===== config.mk =====
export PLATFORM = sky130hd
export DESIGN_NAME = dev_ctrl_bank
export DESIGN_NICKNAME = d
export VERILOG_FILES = /design/src/common/dev_ctrl_pkg.sv /design/src/design/dev_ctrl_bank.sv
export SDC_FILE = /design/constraint.sdc
export NUM_CORES = 1
export LEC_CHECK = 0
export BUFFER_PORTS_ARGS = -buffer_cell sky130_fd_sc_hd__buf_2
export CAP_MARGIN = 5
export CORE_AREA = 2 2 100 102
export CTS_BUF_LIST = sky130_fd_sc_hd__clkbuf_2
export DETAILED_ROUTE_END_ITERATION = 10
export DIE_AREA = 0 0 102 104
export PLACE_DENSITY = 0.86
export SYNTH_ARGS = -nofsm -noshare
export SYNTH_HDL_FRONTEND = slang
export SYNTH_SLANG_ARGS = --single-unit

===== constraint.sdc =====
create_clock -name i_sys_clk -period 4.15 [get_ports i_sys_clk]
set_input_delay 0.2075 -clock i_sys_clk [delete_from_list [all_inputs] [get_ports i_sys_clk]]
set_output_delay 0.2075 -clock i_sys_clk [all_outputs]
set_load 0.1 [all_outputs]

===== src/common/dev_ctrl_pkg.sv =====
// Package for the express device control register bank.
// Assumes one configuration clock; offsets are byte addresses in config space.
package dev_ctrl_pkg;

  // Register location and layout
  localparam logic [11:0] DEVCTL_OFFSET        = 12'h048;
  localparam logic [15:0] DEVCTL_RESET         = 16'h0000;
  localparam int          BIT_RSVD15           = 15;
  localparam int          RDREQ_MSB            = 14;
  localparam int          RDREQ_LSB            = 12;
  localparam int          BIT_NOSNOOP_EN       = 11;
  localparam int          BIT_AUXPM_EN         = 10;
  localparam int          BIT_PHANTOM_EN       = 9;
  localparam int          BIT_EXT_TAG_EN       = 8;
  localparam int          PAYLOAD_MSB          = 7;
  localparam int          PAYLOAD_LSB          = 5;
  localparam int          BIT_RELAX_EN         = 4;
  localparam int          BIT_UR_REPORT_EN     = 3;
  localparam int          BIT_FATAL_REPORT_EN  = 2;
  localparam int          BIT_NONFATAL_EN      = 1;
  localparam int          BIT_CORR_EN          = 0;

  // Writable bits; 15, 10 and 9 are held at zero
  localparam logic [15:0] DEVCTL_WMASK         = 16'h79ff;

  // Payload encodings and limits in bytes
  localparam logic [2:0]  PAYLOAD_128          = 3'h0;
  localparam logic [2:0]  PAYLOAD_256          = 3'h1;
  localparam logic [12:0] BYTES_128            = 13'h0080;
  localparam logic [12:0] BYTES_256            = 13'h0100;

  // Number of functions sharing the block
  localparam int          NUM_FUNC             = 3;

  // Outbound DMA request attributes
  typedef struct packed {
    logic no_snoop;
    logic relaxed;
  } tlp_attr_s;

  // Error events from a port
  typedef struct packed {
    logic ur;
    logic fatal;
    logic internal_fatal;
  } err_evt_s;

endpackage


===== src/design/dev_ctrl_bank.sv =====
// Express device control register, one copy per function, plus its gating.
// Assumes config accesses are single-cycle strobes in the configuration clock.
//
// Contract
// - Read request size field is ignored
// - Snoop-free enable clear: DMA stays snooped
// - Snoop-free enable set: driver may request
// - Root port own requests never snoop-free
// - Forwarded snoop attribute passes unchanged
// - Relaxed enable clear: DMA strictly ordered
// - Relaxed enable set: driver may relax
// - Root port own requests never relaxed
// - Forwarded relaxed attribute passes unchanged
// - Payload 001 is 256B only on express
// - Accept inbound payload up to limit
// - Own outbound payload never above limit; longer own requests are only flagged on o_req_len_err, not blocked
// - Bit 8 enables 8-bit requester tags
// - Phantom function enable has no effect
// - Auxiliary power enable held at zero
// - Bit 3 gates unsupported request reporting
// - Bit 2 gates fatal error reporting
// - Internal fatal errors ignore bit 2
`timescale 1ns/1ns
`default_nettype none

module dev_ctrl_bank #(
  parameter int NF = dev_ctrl_pkg::NUM_FUNC
) (
  input  wire logic                          i_sys_clk,
  input  wire logic                          i_rst_n,
  // Configuration access
  input  wire logic [1:0]                    i_cfg_func,
  input  wire logic [11:0]                   i_cfg_addr,
  input  wire logic                          i_cfg_wr,
  input  wire logic                          i_cfg_rd,
  input  wire logic [1:0]                    i_cfg_be,
  input  wire logic [15:0]                   i_cfg_wdata,
  output logic      [15:0]                   o_cfg_rdata,
  output logic                               o_cfg_rvalid,
  // Per function: 1 = standard express port, 0 = DMA / chipset link
  input  wire logic [NF-1:0]                 i_is_express,
  // Outbound requests per function
  input  wire logic [NF-1:0]                 i_req_valid,
  input  wire logic [NF-1:0]                 i_req_forwarded,
  input  wire logic [NF-1:0]                 i_req_is_dma,
  input  wire dev_ctrl_pkg::tlp_attr_s [NF-1:0] i_req_attr,
  input  wire logic [NF-1:0][12:0]           i_req_len,
  output dev_ctrl_pkg::tlp_attr_s [NF-1:0]   o_req_attr,
  output logic      [NF-1:0]                 o_req_len_err,
  output logic      [NF-1:0]                 o_ext_tag_en,
  output logic      [NF-1:0][12:0]           o_payload_limit,
  // Inbound payload check
  input  wire logic [NF-1:0]                 i_rx_valid,
  input  wire logic [NF-1:0][12:0]           i_rx_len,
  output logic      [NF-1:0]                 o_rx_accept,
  // Error events and reports
  input  wire dev_ctrl_pkg::err_evt_s [NF-1:0] i_err,
  output logic      [NF-1:0]                 o_report_ur,
  output logic      [NF-1:0]                 o_report_fatal
);
  import dev_ctrl_pkg::*;

  logic [NF-1:0][15:0] ctl_q, ctl_d;
  logic [15:0]         rdata_q, rdata_d;
  logic                rvalid_q, rvalid_d;
  logic                hit;

  tlp_attr_s [NF-1:0]   attr_q, attr_d;
  logic [NF-1:0]        len_err_q, len_err_d;
  logic [NF-1:0]        tag_q, tag_d;
  logic [NF-1:0][12:0]  lim_q, lim_d;
  logic [NF-1:0]        acc_q, acc_d;
  logic [NF-1:0]        ur_q, ur_d;
  logic [NF-1:0]        fat_q, fat_d;

  assign hit = (i_cfg_addr == DEVCTL_OFFSET) && (32'(i_cfg_func) < NF);

  ////////////////////////////////////////////////////////////////////////////
  // Register writes and reads
  always_comb begin
    logic [15:0] m;
    m        = '0;
    ctl_d    = ctl_q;
    rdata_d  = '0;
    rvalid_d = i_cfg_rd;
    m = {{8{i_cfg_be[1]}}, {8{i_cfg_be[0]}}} & DEVCTL_WMASK;
    if (i_cfg_wr && hit) begin
      ctl_d[i_cfg_func] = (ctl_q[i_cfg_func] & ~m) | (i_cfg_wdata & m);
    end
    if (i_cfg_rd && hit) begin
      rdata_d = ctl_q[i_cfg_func] & DEVCTL_WMASK; // Unmapped reads give zero
    end
  end

  always_ff @(posedge i_sys_clk or negedge i_rst_n) begin
    if (!i_rst_n) begin
      ctl_q    <= {NF{DEVCTL_RESET}};
      rdata_q  <= '0;
      rvalid_q <= 1'b0;
    end else begin
      ctl_q    <= ctl_d;
      rdata_q  <= rdata_d;
      rvalid_q <= rvalid_d;
    end
  end

  ////////////////////////////////////////////////////////////////////////////
  // Per-function gating; read request field is never consulted
  always_comb begin
    for (int f = 0; f < NF; f++) begin
      logic [15:0] c;
      logic        own_dma;
      c       = ctl_q[f];
      own_dma = i_req_is_dma[f] && !i_req_forwarded[f];
      // Payload limit: 256B only for express ports
      if (c[PAYLOAD_MSB:PAYLOAD_LSB] == PAYLOAD_256 && i_is_express[f]) begin
        lim_d[f] = BYTES_256;
      end else begin
        lim_d[f] = BYTES_128;
      end
      // Attributes
      if (i_req_forwarded[f]) begin
        attr_d[f] = i_req_attr[f];
      end else if (own_dma) begin
        attr_d[f].no_snoop = i_req_attr[f].no_snoop && c[BIT_NOSNOOP_EN];
        attr_d[f].relaxed  = i_req_attr[f].relaxed && c[BIT_RELAX_EN];
      end else begin
        attr_d[f] = '0;
      end
      len_err_d[f] = i_req_valid[f] && !i_req_forwarded[f]
                     && (i_req_len[f] > lim_d[f]);
      acc_d[f] = i_rx_valid[f] && (i_rx_len[f] <= lim_d[f]);
      tag_d[f] = c[BIT_EXT_TAG_EN];
      ur_d[f]  = i_err[f].ur && c[BIT_UR_REPORT_EN];
      fat_d[f] = (i_err[f].fatal && c[BIT_FATAL_REPORT_EN])
                 || i_err[f].internal_fatal;
    end
  end

  always_ff @(posedge i_sys_clk or negedge i_rst_n) begin
    if (!i_rst_n) begin
      attr_q    <= '0;
      len_err_q <= '0;
      tag_q     <= '0;
      lim_q     <= {NF{BYTES_128}};
      acc_q     <= '0;
      ur_q      <= '0;
      fat_q     <= '0;
    end else begin
      attr_q    <= attr_d;
      len_err_q <= len_err_d;
      tag_q     <= tag_d;
      lim_q     <= lim_d;
      acc_q     <= acc_d;
      ur_q      <= ur_d;
      fat_q     <= fat_d;
    end
  end

  ////////////////////////////////////////////////////////////////////////////
  // Outputs straight from flip-flops
  assign o_cfg_rdata     = rdata_q;
  assign o_cfg_rvalid    = rvalid_q;
  assign o_req_attr      = attr_q;
  assign o_req_len_err   = len_err_q;
  assign o_ext_tag_en    = tag_q;
  assign o_payload_limit = lim_q;
  assign o_rx_accept     = acc_q;
  assign o_report_ur     = ur_q;
  assign o_report_fatal  = fat_q;

endmodule

`default_nettype wire


==> out/results.ini <==
[die]
io_pins = 221
die_h_um = 104
rows = 36
die-area_um2 = 10600
coreArea_um2 = 9550
dieWidth_um = 102
start_util_pct = 43.7

[global_routing]
gr-usage-met3_pct = 3.76
grt_pass1_wl_um = 17400
grtUsageMet2_pct = 36.0
gr-usage-met1_pct = 25.0
overflow = 0
grt.total_usage_pct = 21.1
antenna_found_initial = 1
grt_pass1_vias = 3689
grt_start_max_net_pins = 81
grt.busiest_layer = met2

[sta]
slew_viol_final = 0
fmax_mhz = 406
layout_min_cycle_time_ns = 2.46
finalHoldViolations = 0
slew_headroom_pct = 28.0
tightest_slew_ns = 1.07
tns_ns = 0
finalClockSkew_ns = 0.0499
holdWs_ns = 0.0790
finalSetupViolCount = 0
rsz0062_at_grt = no
fin_crit_sh_pct = 59.3

[min_path]
worstHoldPathType = in -> reg
hp-start = i_cfg_wdata[3]

[logic_synthesis]
ys_seq_area_share_pct = 48.1
postSynthAreaPerCell_um2 = 11.7
yosys_warnings = 0
synth-edff-count = 0
async_flop_share_pct = 100
synthXorXnorAreaFrac_pct = 0
synth_top_area_cell = dfrtp_1
synth_cell_types = 36
synth_top_family_by_area = simple AND/OR/NAND/NOR gates
yosys-top-cells-count = dfrtp_1 (77), mux2_2 (39), buf_4 (36)
syn_area_um2 = 4170
synthAdderAreaFrac_pct = 3.60
synth_flop_cell = dfrtp_1
synth_area_leaders = dfrtp_1 (46%), mux2_2 (11%), buf_4 (6.5%)
synth_compound_area_share_pct = 8.82
yosys_register_bits = 80
synthMuxAreaShare_pct = 13.7
synth_top_area_share_pct = 46.2
yosys.area_share.simple_pct = 16.1
yosysMostFrequentCell = dfrtp_1
syn-instance-count = 356

[clocking]
clkSinkCount = 80
clock_latency_ns = 0.57
cts_buffers = 9
cts_tree = done
clkTransAtPathRegs_ns = 0.28
root_buffer = clkbuf_2
post_cts.repair.setup_buffers = 0
h-tree-depth = 3
cts_buffer_depth = 2

[power]
p_clk_share_pct = 26.9
power.internal_w = 0.00104
p_switching_w = 0.000583
cellPowerDensity_nw_per_um2 = 291
p_sw_share_pct = 36.0
leakagePower_nw = 2.94
seq_power_share_pct = 48.9
combPwrFrac_pct = 24.2
total_power_w = 0.00162
ir_worst_vdd_uv = 130

[worst_setup_path]
cp_max_fo = 6
critical_path.slowest_cell = dlygate4sd3_1
path_delay_family = simple AND/OR/NAND/NOR gates
r2r_start = ctl_q[23]
crit_path_end_kind = register
startpoint = ctl_q[23]
crit_arrival_ns = 2.96
critPathMaxStageDelay_ns = 0.58
worstSetupStartpointType = register
path_cells = nor2_1 > nand3_1 > ha_1 > nor4b_1 > nand4_1 > a21oi_1 > dlygate4sd3_1
crit_type = reg -> reg
worst-path-buf-inv = 1
crit_required_ns = 4.65

[drt]
vias_per_cell = 4.93
drc = 0
wirelength_um = 11000
vias = 3523
antenna_left = 0
post_drt_wl_per_cell_um = 15.4
drt_pre_antenna_iters = 4
first_iter_violations = 186

[flow_run]
maxCapViolations = 0

[finish]
drive_gt1_share_pct = 42.9
syn2layout_area_growth_pct = 33.5
nNetsFinal = 731
nFillCells = 819
final_cells = 714

[placement]
hpwl_um = 7740
routabilityCongestion = 0.867
port_buffers = 181
place_inst = 655

[outcome]
status = finished clean

## cells by family (layout without fill, tap and decap cells)
logic type                 after synthesis  in the layout
and+or+nand+nor                         98             98
DFF                                     80             80
muxes                                   52             52
adders and majority gates               12             12
buffers and inverters                   62            251
AOI/OAI and AO/OA                       51             51
other                                    1             37
## worst register-to-register path, cell delays in order (launching register included)
cell,delay (ns)
dfrtp_1,0.46
nor2_1,0.12
nand3_1,0.27
ha_1,0.41
nor4b_1,0.24
nand4_1,0.16
a21oi_1,0.19
dlygate4sd3_1,0.58
## flip-flops by register name, summed over array words and instances, names as in the netlist
| register | count |
|---|---|
| ctl_q | 39 |
| o_cfg_rdata | 13 |
| o_cfg_rvalid | 1 |
| o_ext_tag_en | 3 |
| o_payload_limit | 6 |
| o_report_fatal | 3 |
| o_report_ur | 3 |
| o_req_attr | 6 |
| o_req_len_err | 3 |
| o_rx_accept | 3 |
## per-stage QoR
step	setup slack, ns	utilization (%)	cell area (µm²)
floorplan	2.36	-	4300
detailed placement	1.72	52.6	5020
global route	1.58	58.3	5570
global placement	1.79	52.6	5020
finish	1.69	58.3	5570
CTS	1.74	58.3	5560
## repair_timing
item	CTS	global route
gates resized for setup	0	0
hold buffers	42	0
endpoints found under the hold margin	97	0
## per-layer routing
layer | part of all wire (%) | vias up
met4 | 3.3 | 0
met3 | 5.7 | 29
met5 | 0 | -
met1 | 40 | 1688
met2 | 51 | 155
li1 | - | 1651
## final cells by class
class | instances | area [µm²] | share of cell area [%]
inverter | 12 | 45.0 | 0.809
clock inverter | 7 | 77.6 | 1.39
multi-input combinational | 249 | 1900 | 34.1
sequential | 80 | 2010 | 36.0
timing repair buffer | 223 | 1330 | 23.9
clock buffer | 9 | 45.0 | 0.809
antenna | 1 | 2.50 | 0.0450
tap | 133 | 166 | 2.99
## placed cells by master (no fill, tap or decap), types with 13 or more instances in the layout
cell,Yosys,final
buf_2,1,180
dfrtp_1,77,77
dlygate4sd3_1,0,42
mux2_2,39,39
conb_1,1,36
nor2_1,19,19
nand2_1,16,16
mux2i_1,13,13
nor2b_1,13,13
a2bb2oi_1,13,13
or4bb_1,13,13
o211ai_1,13,13
## power groups by stage
stage / logic, W / registers, W / clock network, W
2_1_floorplan: 0.000223 / 0.000862 / 0
3_3_place_gp: 0.000352 / 0.000804 / 0
3_5_place_dp: 0.000360 / 0.000804 / 0
4_1_cts: 0.000388 / 0.000791 / 0.000450
5_1_grt: 0.000412 / 0.000792 / 0.000481
6_report: 0.000391 / 0.000791 / 0.000436
## path summary, 6_finish.rpt
| kind | slack, ns | cells after the start | end |
|---|---|---|---|
| min reg2reg | 0.43 | 0 | o_ext_tag_en[0] |
| max reg2reg | 1.69 | 7 | o_rx_accept[1] |
| min | 0.08 | 4 | ctl_q[35] |
| min in group asynchronous | 0.33 | 2 | ctl_q[36] |
| max | 1.69 | 7 | o_rx_accept[1] |
| max in group asynchronous | 3.15 | 2 | o_rx_accept[0] |
(Power assumes the default switching activity.)
